`src/logic/oam_pkg.sv`:
```
package oam_pkg;
  localparam int          OAM_DW        = 16;
  localparam int          OAM_RW        = 4;
  localparam logic [1:0]  OAM_SRC_REG   = 2'h0;
  localparam logic [1:0]  OAM_SRC_IDX   = 2'h1;
  localparam logic        OAM_DST_REG   = 1'b0;
  localparam logic        OAM_DST_IDX   = 1'b1;
  localparam logic [3:0]  OAM_PC_NUM    = 4'h0;
  localparam logic [3:0]  OAM_FLAG_NUM  = 4'h2;
  localparam logic [15:0] OAM_WORD_STEP = 16'h0002;
  localparam logic [15:0] OAM_ZERO      = 16'h0000;
  localparam logic [15:0] OAM_BYTE_MASK = 16'h00ff;
  localparam logic [15:0] OAM_PC_RST    = 16'h0000;
  localparam int          OAM_BIT_N_W   = 15;
  localparam int          OAM_BIT_N_B   = 7;

  typedef enum logic [2:0] {
    OAM_IDLE = 3'b000,
    OAM_SRCX = 3'b001,
    OAM_DSTX = 3'b011,
    OAM_DONE = 3'b010
  } oam_state_t;
endpackage : oam_pkg

```
`src/logic/oam_ea_calc.sv`:
```
`timescale 1ns/100ps
`default_nettype none
// base plus offset; base never written back
module oam_ea_calc
  import oam_pkg::*;
(
  // operand select
  input  wire logic [3:0]  reg_num,
  input  wire logic [15:0] reg_val,
  input  wire logic [15:0] pc_val,
  input  wire logic [15:0] offset,
  // result
  output logic      [15:0] eff_addr
);
  logic [15:0] base;

  always_comb begin
    if (reg_num == OAM_PC_NUM) begin
      base = pc_val;
    end else if (reg_num == OAM_FLAG_NUM) begin
      base = OAM_ZERO;
    end else begin
      base = reg_val;
    end
    eff_addr = base + offset;
  end
endmodule : oam_ea_calc
`default_nettype wire

```
`src/logic/oam_top.sv`:
```
// How it works
// - register mode hands the register content straight on and a copy leaves the source as is.
// - a byte-width result written to a register has its high byte cleared.
// - flags of a byte operation come from the low eight bits of the result.
// - indexed mode address is base register plus the signed extension word.
// - address calculation never writes the base registers.
// - one extended operand means two words, two extended operands mean three.
// - the program counter steps past every extension word as it is fetched.
// - symbolic mode address is program counter plus the extension word.
// - absolute mode uses the extension word itself with a zero base.
// - all four modes work for both source and destination.
// - source field 00 or destination bit 0 selects register mode.
// - source 01 or destination 1 is indexed; base pc is symbolic, base flag register absolute.
`timescale 1ns/100ps
`default_nettype none
module oam_top
  import oam_pkg::*;
(
  // clock and reset
  input  wire logic        mclk,
  input  wire logic        rstn,
  // decoder side
  input  wire logic        dec_valid,
  input  wire logic [1:0]  source_mode_field,
  input  wire logic        dst_mode,
  input  wire logic [3:0]  src_reg,
  input  wire logic [3:0]  dst_reg,
  input  wire logic        byte_op,
  input  wire logic [15:0] pc_start,
  output logic             dec_ready,
  // register file read
  input  wire logic [15:0] src_reg_val,
  input  wire logic [15:0] dst_reg_val,
  // extension word fetch
  output logic             fetch_req,
  output logic [15:0]      fetch_addr,
  input  wire logic        fetch_ack,
  input  wire logic [15:0] fetch_data,
  // memory access side
  output logic             op_valid,
  output logic [15:0]      src_addr,
  output logic [15:0]      dst_addr,
  output logic             src_is_reg,
  output logic             dst_is_reg,
  output logic [15:0]      src_operand,
  output logic [15:0]      pc_next,
  output logic [1:0]       instr_words,
  // register write-back of results
  input  wire logic        res_valid,
  input  wire logic [15:0] res_data,
  output logic             wb_en,
  output logic [3:0]       wb_reg,
  output logic [15:0]      wb_data,
  output logic             flag_n,
  output logic             flag_z
);
  typedef struct packed {
    oam_state_t  st;
    logic [15:0] pc;
    logic        sx;
    logic        dx;
    logic [3:0]  snum;
    logic [3:0]  dr;
    logic        bop;
    logic        req;
    logic [15:0] faddr;
    logic        ov;
    logic [15:0] sa;
    logic [15:0] da;
    logic        sir;
    logic        dir;
    logic [15:0] sop;
    logic [1:0]  words;
    logic        wb;
    logic [15:0] wbd;
    logic        fn;
    logic        fz;
    logic        rdy;
  } oam_regs_t;

  oam_regs_t   q_reg;
  oam_regs_t   q_next;
  logic [15:0] ea_out;
  logic [3:0]  ea_reg;
  logic [15:0] ea_val;
  logic [15:0] res_m;

  // word and register-number widths are fixed by the port list
  if (OAM_DW != 16 || OAM_RW != 4) begin : g_width_check
    $error("oam_top needs sixteen-bit words and four-bit register numbers");
  end
  if (OAM_BIT_N_B >= OAM_BIT_N_W || OAM_BIT_N_W >= OAM_DW) begin : g_sign_check
    $error("oam_top sign bit positions out of range");
  end

  // one adder shared by both operands, source first
  always_comb begin
    if (q_reg.st == OAM_SRCX) begin
      ea_reg = q_reg.snum;
      ea_val = src_reg_val;
    end else begin
      ea_reg = q_reg.dr;
      ea_val = dst_reg_val;
    end
  end

  oam_ea_calc u_ea (
    .reg_num  (ea_reg),
    .reg_val  (ea_val),
    .pc_val   (q_reg.faddr),
    .offset   (fetch_data),
    .eff_addr (ea_out)
  );

  assign res_m = q_reg.bop ? (res_data & OAM_BYTE_MASK) : res_data;

  always_comb begin
    q_next    = q_reg;
    q_next.ov = 1'b0;
    q_next.wb = 1'b0;
    case (q_reg.st)
      OAM_IDLE: begin
        if (dec_valid) begin
          q_next.sx    = (source_mode_field == OAM_SRC_IDX);
          q_next.dx    = (dst_mode == OAM_DST_IDX);
          q_next.sir   = (source_mode_field == OAM_SRC_REG);
          q_next.dir   = (dst_mode == OAM_DST_REG);
          q_next.snum  = src_reg;
          q_next.dr    = dst_reg;
          q_next.bop   = byte_op;
          q_next.sop   = src_reg_val;
          q_next.sa    = OAM_ZERO;
          q_next.da    = OAM_ZERO;
          q_next.pc    = pc_start + OAM_WORD_STEP;
          q_next.faddr = pc_start + OAM_WORD_STEP;
          q_next.words = 2'd1 + {1'b0, q_next.sx} + {1'b0, q_next.dx};
          if (q_next.sx) begin
            q_next.st  = OAM_SRCX;
            q_next.req = 1'b1;
          end else if (q_next.dx) begin
            q_next.st  = OAM_DSTX;
            q_next.req = 1'b1;
          end else begin
            q_next.st  = OAM_DONE;
          end
        end
      end
      OAM_SRCX: begin
        // source word first, destination word follows it
        if (fetch_ack) begin
          q_next.sa    = ea_out;
          q_next.pc    = q_reg.pc + OAM_WORD_STEP;
          q_next.faddr = q_reg.faddr + OAM_WORD_STEP;
          if (q_reg.dx) begin
            q_next.st  = OAM_DSTX;
          end else begin
            q_next.st  = OAM_DONE;
            q_next.req = 1'b0;
          end
        end
      end
      OAM_DSTX: begin
        // last extension word, fetching stops here
        if (fetch_ack) begin
          q_next.da  = ea_out;
          q_next.pc  = q_reg.pc + OAM_WORD_STEP;
          q_next.st  = OAM_DONE;
          q_next.req = 1'b0;
        end
      end
      OAM_DONE: begin
        q_next.ov = 1'b1;
        q_next.st = OAM_IDLE;
      end
      default: begin
        q_next.st = OAM_IDLE;
      end
    endcase
    // ready kept in a register so dec_ready leaves a flop
    q_next.rdy = (q_next.st == OAM_IDLE);
    // result write-back into destination register
    if (res_valid) begin
      q_next.wb  = q_reg.dir;
      q_next.wbd = res_m;
      // flags follow the width of the operation
      q_next.fz  = (res_m == OAM_ZERO);
      q_next.fn  = q_reg.bop ? res_data[OAM_BIT_N_B] : res_data[OAM_BIT_N_W];
    end
  end

  always_ff @(posedge mclk or negedge rstn) begin
    if (!rstn) begin
      q_reg    <= '0;
      q_reg.st <= OAM_IDLE;
      q_reg.pc <= OAM_PC_RST;
      // decoder ready straight out of reset
      q_reg.rdy <= 1'b1;
    end else begin
      q_reg <= q_next;
    end
  end

  // every output is a plain register bit
  assign dec_ready   = q_reg.rdy;
  assign fetch_req   = q_reg.req;
  assign fetch_addr  = q_reg.faddr;
  assign op_valid    = q_reg.ov;
  assign src_addr    = q_reg.sa;
  assign dst_addr    = q_reg.da;
  assign src_is_reg  = q_reg.sir;
  assign dst_is_reg  = q_reg.dir;
  assign src_operand = q_reg.sop;
  assign pc_next     = q_reg.pc;
  assign instr_words = q_reg.words;
  assign wb_en       = q_reg.wb;
  assign wb_reg      = q_reg.dr;
  assign wb_data     = q_reg.wbd;
  assign flag_n      = q_reg.fn;
  assign flag_z      = q_reg.fz;
endmodule : oam_top
`default_nettype wire

```
`config.mk`:
```
export PLATFORM = sky130hd
export DESIGN_NAME = oam_top
export DESIGN_NICKNAME = d
export VERILOG_FILES = /design/src/logic/oam_pkg.sv /design/src/logic/oam_ea_calc.sv /design/src/logic/oam_top.sv
export SDC_FILE = /design/constraint.sdc
export NUM_CORES = 1
export LEC_CHECK = 0
export BUFFER_PORTS_ARGS = -buffer_cell sky130_fd_sc_hd__buf_4
export CAP_MARGIN = 20
export CORE_MARGIN = 8
export CORE_UTILIZATION = 30
export DETAILED_ROUTE_END_ITERATION = 10
export PLACE_DENSITY = 0.61
export SYNTH_ARGS = -nofsm -noshare
export SYNTH_HDL_FRONTEND = slang
export SYNTH_SLANG_ARGS = --single-unit
```
`constraint.sdc`:
```
create_clock -name mclk -period 8.75 [get_ports mclk]
set_input_delay 1.3125 -clock mclk [delete_from_list [all_inputs] [get_ports mclk]]
set_output_delay 1.3125 -clock mclk [all_outputs]
set_load 0.02 [all_outputs]
```
# After elaboration in Yosys (flattened, before gate mapping)
# Index checks and enable logic that the tools add are counted.
word_totals:
  in_bits: 97
  word_cells: 78
  out_inout_bits: 110
  register_bits: 120
classes:
  bitwise_logic: 1
  reduce_logical: 13
  eq_ne: 10
  addsub: 6
  muxes: 27
ops:
  columns: ["op", "count"]
  rows:
  - ["16-bit case mux with 2 select lines", 3]
  - ["16-bit 2-to-1 mux", 5]
  - ["19-bit 2-to-1 mux", 3]
  - ["52-bit 2-to-1 mux", 1]
  - ["16-bit by 2-bit adder with 16-bit output, second input constant", 3]
  - ["16-bit case mux with 3 select lines", 1]
  - ["47-bit 2-to-1 mux", 1]
  - ["17-bit 2-to-1 mux", 1]
  - ["16-bit adder", 1]
  - ["16-bit zero test", 1]
  - ["3-bit case mux with 3 select lines", 1]
  - ["1-bit 2-to-1 mux", 8]
  - ["2-bit != test, second input constant", 4]
  - ["3-bit by 2-bit == test with 1-bit output, second input constant", 2]
  - ["3-bit zero test", 2]
  - ["3-bit AND reduction", 2]
  - ["6-bit AND reduction", 1]
  - ["4-bit by 2-bit == test with 1-bit output, second input constant", 1]
  - ["4-bit zero test", 1]
  - ["4-bit 2-to-1 mux", 1]
  - ["4-bit AND reduction", 1]
  - ["2-bit nonzero test", 2]
  - ["3-bit by 1-bit == test with 1-bit output, second input constant", 1]
  - ["3-bit 2-to-1 mux", 1]
  - ["other kinds (9)", 9]

# Depth between registers and ports, before layout
# Gate-level depths: netlist of the first run.
depth:
  depth_word: 8
  depth_mapped: 15
  mapped_depth_nobuf: 13

# By module
# A second synthesis of the first run with hierarchy kept.
hier_totals:
  hier_cells: 936
  hier_area_um2: 7649.8
modules_own_cells:
  columns: ["module", "area_each_um2", "n_inst", "seq_area_each_um2", "cells_per_inst"]
  rows:
  - ["oam_top", 6647.6, 1, 2979.1, 787]
  - ["oam_ea_calc", 1002.2, 1, 0.0, 149]

# Worst setup path after synthesis of the first run
# No wires, ideal clock.
synth_path:
  path_type: "input to register"
  startpoint: "input src_reg_val[0]"
  endpoint: "register q_reg, in the netlist dst_addr[12]"
  path_buffers: 0
  arrival_ns: 3.357
  required_ns: 8.663
  cell_stages: 11
  path_slack_ns: 5.306
  setup_ns: 0.087
  path_cell_list: "mux2i_1 > o21ai_0 > ha_1 > inv_1 > fa_1 > nand3b_1 > a21oi_1 > o311ai_2 > a21boi_0 > mux2_2 > o211ai_1"
synth_between:
  elab_chain_cells: 6
synth_lines:
  columns: ["element", "line", "source"]
  rows:
  - ["from (decl)", "oam_top.sv:32", "input wire logic [15:0] src_reg_val,"]
  - ["16-bit 2-to-1 mux", "oam_top.sv:98", "if (q_reg.st == OAM_SRCX) begin"]
  - ["16-bit 2-to-1 mux", "oam_ea_calc.sv:20", "end else if (reg_num == OAM_FLAG_NUM) begin"]
  - ["16-bit 2-to-1 mux", "oam_ea_calc.sv:18", "if (reg_num == OAM_PC_NUM) begin"]
  - ["16-bit adder", "oam_ea_calc.sv:25", "eff_addr = base + offset;"]
  - ["16-bit 2-to-1 mux", "oam_top.sv:164", "if (fetch_ack) begin"]
  - ["16-bit case mux with 2 select lines", "oam_top.sv:121", "case (q_reg.st)"]
  - ["to (signal assigned)", "oam_top.sv:199", "q_reg <= q_next;"]
  - ["to (decl)", "oam_top.sv:81", "oam_regs_t q_reg;"]
# Every way passes these cells. The select of a mux whose other input is x is not followed.
# A chain may end at the register's enable or synchronous reset.

# Worst setup path after layout of the first run
layout_path:
  startpoint: "register q_reg[119] (netlist bit)"
  endpoint: "register q_reg, in the netlist src_addr[12]"
layout_between:
  elab_chain_cells: 8
  elab_cells_between_ends: 15
  cone_classes: "add/sub: 1; eq/ne: 4; mux: 6; reduce/logical: 4"
layout_lines:
  columns: ["element", "line", "source"]
  rows:
  - ["3-bit by 1-bit == test with 1-bit output", "oam_top.sv:98, oam_top.sv:121", null]
  - ["4-bit 2-to-1 mux", "oam_top.sv:98", null]
  - ["4-bit by 2-bit == test with 1-bit output", "oam_ea_calc.sv:20", null]
  - ["16-bit 2-to-1 mux", "oam_ea_calc.sv:20", null]
  - ["16-bit 2-to-1 mux", "oam_ea_calc.sv:18", null]
  - ["16-bit adder", "oam_ea_calc.sv:25", null]
  - ["16-bit 2-to-1 mux", "oam_top.sv:150", "if (fetch_ack) begin"]
  - ["16-bit case mux with 2 select lines", "oam_top.sv:121", null]
# Parallel ways exist; a longest one is shown, timed or not. The select of a mux whose other input is x is not followed.

==> impl_metrics.yaml, run 1 <==
run_status:
  outcome: "completed"
finish:
  nFillCells: 2517
  fin_area_um2: 8960
  final_common_cell: "buf_4"
  syn_to_final_growth_pct: 21.9
  final_cells: 1268
  ff_latch_area_um2: 2980
  finalNetCount: 1054
  final_cell_mix: "211 x buf_4, 147 x nand2_1, 118 x dfrtp_1, 86 x o21ai_0, 56 x nand3_1"
  multi_input_area_um2: 3370
  diodes: 0
  drive_above_1_share_pct: 27.8
synthesis:
  synth_cell_types: 63
  synth_fp_nets: 962
  synth-edff-count: 0
  yosys_most_used_dff: "dfrtp_1"
  avgSynthCellArea_um2: 8.74
  synthArstFlopShare_pct: 100
  ys_ff_latch: 119
  seq_area_frac_synth_pct: 40.5
  syn_inst: 841
  synth_warnings: 0
  synth.cell_area_um2: 7350
grt:
  grt_pass1_vias: 6131
  track_usage_pct: 15.4
  grt_pass1_wl_um: 36300
  grt_max_degree: 85
  antenna_found_initial: 0
  grt_overflow: 0
sta:
  worstMarginPinSlew_ns: 0.951
  finalSetupViolations: 0
  rsz0062_at_grt: "false"
  fmax_mhz: 266
  period_share_pct: 42.9
  post-route-min-period_ns: 3.75
  hold_viol_final: 0
  totalNegativeSetupSlack_ns: 0
  slew-limit-headroom_pct: 36.6
  slew_viol_final: 0
  finClkSkew_ns: 0.00823
clock_network:
  clockBufferDepth: 2
  clk_pin_slew_worst_paths_ns: 0.05
  clk_latency_ns: 0.42
  clockRootBuffer: "clkbuf_16"
  hold_buffers: 0
  cts_tree: "built"
  post_cts_buffers: 0
  htreeDepth: 4
  cts_buffers: 17
  cts_sinks: 119
  cts.repair.resized: 0
detailed_routing:
  drc: 0
  ant_nets: 0
  wl_per_cell_um: 18.4
  drt_iter0_markers: 486
  wl_um: 23300
  first_pass_iters: 5
  vias: 6244
  vias_per_cell: 4.92
worst_setup_path:
  reg2regPathDepth: 14
  arrival_ns: 4.08
  start_kind: "register"
  crit_start: "q_reg[119]"
  crit_top_cell: "o21ai_0"
  worst-path-max-fanout: 22
  path_buf_inv: 2
  crit_type: "register to register"
  critical_path_depth: 14
  crit_required_ns: 9.08
  slowest_stage: "dfrtp_1"
  crit_family: "compound AO/OA/AOI/OAI gates"
  crit_end: "src_addr[12]"
  r2r-end: "src_addr[12]"
  reg2reg_slack_ns: 5.00
  slowest_delay_ns: 0.47
  cp-end-kind: "register"
  regToRegStartpoint: "q_reg[119]"
  path_cells: "nor3b_4 > buf_4 > mux2_4 > nand2_1 > o21ai_0 > ha_1 > inv_1 > fa_1 > nand3b_1 > a21oi_1 > o311ai_2 > a21boi_0 > mux2_2 > o21ai_0"
power_and_ir_drop:
  power.density_nw_per_um2: 251
  power_leakage_nw: 4.28
  ir_drop_v: 0.000113
floorplanning:
  chipWidth_um: 173
  die_y_um: 173
  die_area_um2: 29800
  initial_core_util_pct: 30.4
  coreArea_um2: 24200
  num_io_pins: 207
  std_cell_rows: 57
place:
  post-place-cells: 1236
  io_buffers: 206
  routabilityCongestion: 0.881
  post_dp_cell_area_um2: 8410
  hpwl_um: 17900
run:
  cap_violations: 0
worst_hold_path:
  min_path_type: "register to register"
==> power by group <==
| part | total [mW] | internal, mW | switching (mW) |
|---|---|---|---|
| Combinational | 0.844 | 0.352 | 0.492 |
| Clock | 0.621 | 0.369 | 0.252 |
| Sequential | 0.782 | 0.654 | 0.129 |
==> worst min-delay path by stage <==
stage | startpoint | endpoint | cells past startpoint
after floorplan | src_operand[0] | src_operand[0] | 2
after global placement | src_operand[2] | src_operand[2] | 2
after detailed placement | src_operand[14] | src_operand[14] | 2
after CTS | src_operand[14] | src_operand[14] | 2
after global routing | src_operand[14] | src_operand[14] | 2
final | src_operand[14] | src_operand[14] | 2
==> kinds of logic (layout without fill, tap and decap cells) <==
logic type,Yosys count,in the layout,share of synthesized area [%]
other,1,1,0.0510
and+or+nand+nor,299,299,19.2
AOI/OAI and AO/OA,183,183,14.9
muxes,29,29,4.19
DFF,119,119,40.5
adders and majority gates,24,24,4.19
buffers and inverters,159,262,13.8
xor gates and xnor gates,27,27,3.22
==> cells in the mapped netlist, types with 3 or more instances <==
cell        n  area (um^2)
nand4_1     4         25.0
mux2i_1    18          180
nand3_1    56          280
nand2b_1    8         50.1
nor3b_1     4         30.0
o21a_1      4         30.0
a211oi_1    4         30.0
nor2_1     26         97.6
nand2_1   147          552
mux2_2     10          113
o31ai_1     3         22.5
ha_1       23          288
xnor2_1    19          166
o21ai_0    86          430
buf_4     107          803
buf_1       5         18.8
o211a_1     4         40.0
nand3b_1    8         60.1
nor3_1      8         40.0
a31oi_1     8         50.1
clkbuf_1   21         78.8
o22ai_1     5         31.3
and4_1      3         26.3
nor4_1      6         37.5
inv_1      19         71.3
and2_1      4         25.0
o311ai_0    3         26.3
buf_2       5         25.0
dfrtp_1   118         2950
xor2_1      8         70.1
and3_1     13         81.3
a21o_1      7         52.6
o211ai_1    9         67.6
a21oi_1    34          170
==> tightest hold or removal path, stage by stage (launching register included) <==
cell and delay [ns]:
dfrtp_1 0.34, nand2_1 0.05, nand2_1 0.05
==> cell type report <==
cell class,count,share of cell area (%)
clock buffer,20,5.10
clock inverter,10,0.642
inverter,19,0.796
multi-input combinational,563,37.6
sequential,119,33.2
tap,324,4.52
timing repair buffer,213,18.1
==> metal layers <==
metal	vias up	track usage [%]	wire, um
met5	-	0	0
met4	0	5.40	483
met3	33	4.99	1770
met2	224	23.8	10800
met1	2976	19.8	10300
li1	3011	-	-
==> per-stage QoR <==
stage	power [mW]	worst slack [ns]	util [%]	hold WS, ns
final	2.25	5.00	37.1	0.471
after global routing	2.39	4.66	37.1	0.501
after CTS	2.27	4.70	36.9	0.477
after detailed placement	1.64	4.66	34.8	0.463
after global placement	1.63	4.82	34.8	0.460
after floorplan	1.39	5.31	-	0.447
(Power assumes the default switching activity.)
==> run 2, diff against run 1 <==
==> constraint.sdc (replaced) <==
create_clock -name mclk -period 3.6 [get_ports mclk]
set_input_delay 0.54 -clock mclk [delete_from_list [all_inputs] [get_ports mclk]]
set_output_delay 0.54 -clock mclk [all_outputs]
set_load 0.02 [all_outputs]
==> run 2 against run 1 <==
Compared with the run above: sequential cell count stayed put; register-to-register slack worse by 4.7 ns; clock skew is 0.0010 ns higher; critical path depth stayed put; worst setup slack worse by 4.7 ns; sequential share of layout area is 0.67 points lower; cell count is 0.87% higher; via count is 0.38% higher; core utilization is 0.76 points higher; first-iteration DRC count is 0.21% lower; global-route usage is 0.17 points higher; critical path type unchanged; critical endpoint unchanged; highest routed layer unchanged.
==> impl_metrics.yaml, run 2 (synthesized netlist as in run 1, its figures left out) <==
worst_hold_path:
  min_path_type: "input pin to asynchronous set/reset pin"
detailed_routing:
  vias_per_cell: 4.90
  vias: 6268
  wl_um: 23400
  drt_iter0_markers: 485
  drc: 0
  top_layer: "met4"
  wl_per_cell_um: 18.3
  wl_met2_um: 10800
  wl_met3_um: 1670
  ant_nets: 0
  first_pass_iters: 5
  wl_met1_um: 10500
finish:
  final_cells: 1279
  nFillCells: 2428
  finalNetCount: 1063
  final_cell_mix: "219 x buf_4, 147 x nand2_1, 118 x dfrtp_1, 85 x o21ai_0, 56 x nand3_1"
  drive_above_1_share_pct: 28.6
  final_common_cell: "buf_4"
  syn_to_final_growth_pct: 24.4
  diodes: 0
power_and_ir_drop:
  power.density_nw_per_um2: 630
  ir_drop_v: 0.000321
  power_leakage_nw: 4.37
worst_setup_path:
  slowest_stage: "dfrtp_1"
  arrival_ns: 3.65
  crit_top_cell: "o21ai_0"
  critical_path_depth: 14
  cp-end-kind: "register"
  crit_family: "compound AO/OA/AOI/OAI gates"
  crit_required_ns: 3.93
  worst-path-max-fanout: 15
  path_cells: "nor3b_4 > buf_4 > buf_12 > mux2i_1 > o21ai_0 > ha_1 > inv_1 > fa_1 > nand3b_1 > a21oi_2 > o311ai_2 > a21boi_1 > mux2_2 > o21ai_0"
  start_kind: "register"
  slowest_delay_ns: 0.40
  path_buf_inv: 3
  reg2reg_slack_ns: 0.28
  crit_type: "register to register"
  reg2regPathDepth: 14
clock_network:
  cts_buffers: 17
  clockBufferDepth: 2
  clk_pin_slew_worst_paths_ns: 0.05
  htreeDepth: 4
  cts_sinks: 119
  clockRootBuffer: "clkbuf_16"
  cts_tree: "built"
  clk_latency_ns: 0.42
floorplanning:
  die_area_um2: 29800
  std_cell_rows: 57
  chipWidth_um: 173
  die_y_um: 173
  coreArea_um2: 24200
  initial_core_util_pct: 30.4
  num_io_pins: 207
grt:
  grt_overflow: 0
  grt_max_degree: 85
  grt_pass1_wl_um: 36800
  antenna_found_initial: 0
  track_usage_pct: 15.6
  grt_pass1_vias: 6217
sta:
  finClkSkew_ns: 0.00925
  slew_viol_final: 0
  period_share_pct: 92.3
  post-route-min-period_ns: 3.32
  finalSetupViolations: 0
  whs_ns: 0.112
  worstMarginPinSlew_ns: 0.956
  totalNegativeSetupSlack_ns: 0
  slew-limit-headroom_pct: 36.2
  rsz0062_at_grt: "false"
  hold_viol_final: 0
  fmax_mhz: 301
place:
  post-place-cells: 1246
  hpwl_um: 18200
  routabilityCongestion: 0.862
  io_buffers: 206
run:
  cap_violations: 0
run_status:
  outcome: "completed"
==> run 2: cell types whose count changed in the layout (fill, tap and decap cells not counted), moves of 2 or more <==
cell / delta
buf_12: +3
bufinv_16: +3
clkinv_2: -3
buf_4: +8
clkbuf_1: +2
==> run 2: layout make-up <==
cell class	instances	area, um^2	share of cell area, %
Timing Repair Buffer	222	1700	18.6
Clock buffer	23	478	5.23
Multi-Input combinational cell	563	3380	37.0
Sequential cell	119	2980	32.6
Clock inverter	9	125	1.37
Inverter	19	71.3	0.780
Tap cell	324	405	4.43
==> run 2: final timing paths <==
kind | from | end
min | rstn | dst_addr[9]
max in group asynchronous | rstn | dec_ready
max reg2reg | q_reg[118] | src_addr[12]
max | q_reg[118] | src_addr[12]
min in group mclk | source_mode_field[1] | src_is_reg
min reg2reg | pc_next[0] | pc_next[0]
==> run 2: routing by layer <==
layer	global-route usage, %	vias up
li1	-	3023
met1	20.8	2976
met2	24.0	247
met3	4.20	22
met4	5.00	0
met5	0	-
==> run 2: per-stage QoR <==
stage	worst slack [ns]	power (mW)	area (um^2)	util [%]
2_1_floorplan	0.235	3.37	7350	-
4_1_cts	0.0875	5.80	9130	37.8
6_report	0.277	5.76	9150	37.8
5_1_grt	0.0478	6.11	9150	37.8
3_5_place_dp	0.140	4.02	8520	35.3
3_3_place_gp	0.173	4.00	8520	35.3
==> run 2: worst register-to-register path, stage by stage, from the launching register on <==
cell	delay (ns)
dfrtp_1	0.40
nor3b_4	0.18
buf_4	0.17
buf_12	0.17
mux2i_1	0.10
o21ai_0	0.21
ha_1	0.23
inv_1	0.06
fa_1	0.40
nand3b_1	0.22
a21oi_2	0.23
o311ai_2	0.16
a21boi_1	0.18
mux2_2	0.36
o21ai_0	0.16
==> run 2: where the power goes <==
part	internal, mW	leakage, nW	switching [mW]
combinational	0.887	2.54	1.25
sequential	1.59	1.54	0.280
clock	1.14	0.293	0.618
total	3.61	4.37	2.14
==> run 2: timing repair <==
item / CTS / global route
endpoints found under the setup margin: 0 / 6
hold buffers: 0 / 0
endpoints found under the hold margin: 0 / 0
gates resized for setup: 0 / 4
setup buffers: 0 / 1
==> run 3, diff against run 2 <==
--- a/config.mk
+++ b/config.mk
@@ -10,7 +10,7 @@
 export CORE_MARGIN = 8
 export CORE_UTILIZATION = 30
 export DETAILED_ROUTE_END_ITERATION = 10
-export PLACE_DENSITY = 0.61
+export PLACE_DENSITY = 0.63
 export SYNTH_ARGS = -nofsm -noshare
 export SYNTH_HDL_FRONTEND = slang
 export SYNTH_SLANG_ARGS = --single-unit
==> constraint.sdc (replaced) <==
create_clock -name mclk -period 3.02 [get_ports mclk]
set_input_delay 0.453 -clock mclk [delete_from_list [all_inputs] [get_ports mclk]]
set_output_delay 0.453 -clock mclk [all_outputs]
set_load 0.02 [all_outputs]
==> run 3 against run 2 <==
Compared with the run above: worst setup slack worse by 0.40 ns; critical endpoint is now dst_addr[12]; routed wire length is 2.3% higher; the run now ends with negative setup slack left; sequential power rose by 19%; critical path type unchanged; non-clock buffer count rose by 36; combinational power increased by 38%.
==> impl_metrics.yaml, run 3 (synthesized netlist as in run 1, its figures left out) <==
finish:
  nFillCells: 2467
  syn_to_final_growth_pct: 30.7
  post-route-util_pct: 39.7
  final_cell_mix: "254 x buf_4, 145 x nand2_1, 118 x dfrtp_1, 75 x o21ai_0, 56 x nand3_1"
  finalNetCount: 1099
  final_common_cell: "buf_4"
  drive_above_1_share_pct: 34.9
place:
  routabilityCongestion: 0.920
  hpwl_um: 18300
  io_buffers: 206
grt:
  grt_overflow: 0
  antenna_found_initial: 1
  grt_pass1_vias: 6258
  grt_pass1_wl_um: 36800
  grt_max_degree: 62
  track_usage_pct: 15.5
sta:
  post-route-min-period_ns: 3.14
  fmax_mhz: 319
  whs_ns: 0.0419
  hold_viol_final: 0
  worstMarginPinSlew_ns: 0.710
  setup_ws_ns: -0.119
  finalSetupViolations: 14
  rsz0062_at_grt: "true"
  slew-limit-headroom_pct: 52.6
  finClkSkew_ns: 0.0110
  slew_viol_final: 0
  period_share_pct: 104
clock_network:
  clk_latency_ns: 0.42
  cts_sinks: 119
  hold_buffers: 0
  cts_tree: "built"
  cts_buffers: 17
  clockRootBuffer: "clkbuf_16"
  clk_pin_slew_worst_paths_ns: 0.06
  clockBufferDepth: 2
  htreeDepth: 4
floorplanning:
  std_cell_rows: 57
  num_io_pins: 207
  die_y_um: 173
  initial_core_util_pct: 30.4
  chipWidth_um: 173
  coreArea_um2: 24200
  die_area_um2: 29800
detailed_routing:
  wl_um: 23900
  first_pass_iters: 5
  vias: 6486
  drt_iter0_markers: 446
  ant_nets: 0
  wl_per_cell_um: 18.2
  drc: 0
  vias_per_cell: 4.93
worst_setup_path:
  worst-path-max-fanout: 8
  crit_type: "register to register"
  arrival_ns: 3.47
  crit_required_ns: 3.35
  start_kind: "register"
  cp-end-kind: "register"
run:
  cap_violations: 0
run_status:
  violations: "negative setup slack"
  outcome: "finished, violations left"
worst_hold_path:
  min_path_type: "input pin to asynchronous set/reset pin"
power_and_ir_drop:
  power.density_nw_per_um2: 767
  power_leakage_nw: 4.61
  finalPower_mw: 7.37
  ir_drop_v: 0.000329
==> run 3: cell count changes in the layout (fill, tap and decap cells not counted), sizes merged <==
cell,previous run,this run
buf,222,258
clkbuf,23,20
bufinv,3,4
clkinv,4,5
diode,0,1
inv,19,20
==> run 3: per-stage QoR <==
step / instances / instance area (um^2) / worst slack, ns / setup TNS (ns)
global placement: 1273 / 8710 / -0.165 / -1.71
floorplan: 841 / 7390 / -0.0473 / -0.237
finish: 1316 / 9610 / -0.119 / -0.926
global route: 1316 / 9610 / -0.221 / -2.71
CTS: 1306 / 9390 / -0.125 / -0.671
detailed placement: 1273 / 8710 / -0.229 / -3.03
==> run 3: report_power, final <==
group          total, mW  switching [mW]  internal (mW)
logic               2.94            1.63           1.31
clock network       2.21           0.762           1.44
registers           2.23           0.331           1.89
==> run 3: layout make-up <==
type | instances | area (um^2) | area share, %
Antenna cell | 1 | 2.50 | 0.0260
Multi-Input combinational cell | 563 | 3550 | 37.0
Inverter | 19 | 71.3 | 0.742
Tap cell | 324 | 405 | 4.22
Clock buffer | 20 | 467 | 4.86
Timing Repair Buffer | 258 | 1960 | 20.4
Sequential cell | 119 | 2980 | 31.0
Clock inverter | 12 | 173 | 1.80
==> run 3: final timing paths <==
check / startpoint / to / slack [ns] / cells past startpoint
worst max-delay path: q_reg[118] / dst_addr[12] / -0.12 / 11
worst min-delay path: rstn / pc_next[10] / 0.04 / 1
worst max register to register: q_reg[118] / dst_addr[12] / -0.12 / 11
worst min register to register: src_is_reg / src_is_reg / 0.48 / 2
max in group asynchronous: rstn / src_operand[1] / 2.24 / 2
min in group mclk: source_mode_field[1] / src_is_reg / 0.22 / 2
==> run 3: layer usage <==
layer / up-vias / part of all wire, % / track usage (%)
li1: 3099 / - / -
met1: 3162 / 45 / 20.3
met2: 201 / 47 / 23.8
met3: 24 / 6.7 / 4.42
met4: 0 / 2.2 / 6.23
met5: - / 0 / 0
==> run 3: timing repair <==
action / 4_1_cts / 5_1_grt
setup endpoints to repair: 18 / 19
gates resized for setup: 7 / 43
hold endpoints to repair: 0 / 0
setup buffers: 1 / 9
cloned: 0 / 0
pin swaps: 2 / 19
==> run 3: critical path, cell delays in order (launching register included) <==
cell and delay, ns:
dfrtp_1 0.40, nor3b_4 0.32, buf_6 0.16, mux2_4 0.34, nand2_1 0.08, o21ai_0 0.17, ha_1 0.38, a21o_1 0.24
o311ai_4 0.37, a21boi_2 0.10, mux2_4 0.31, o211ai_1 0.18
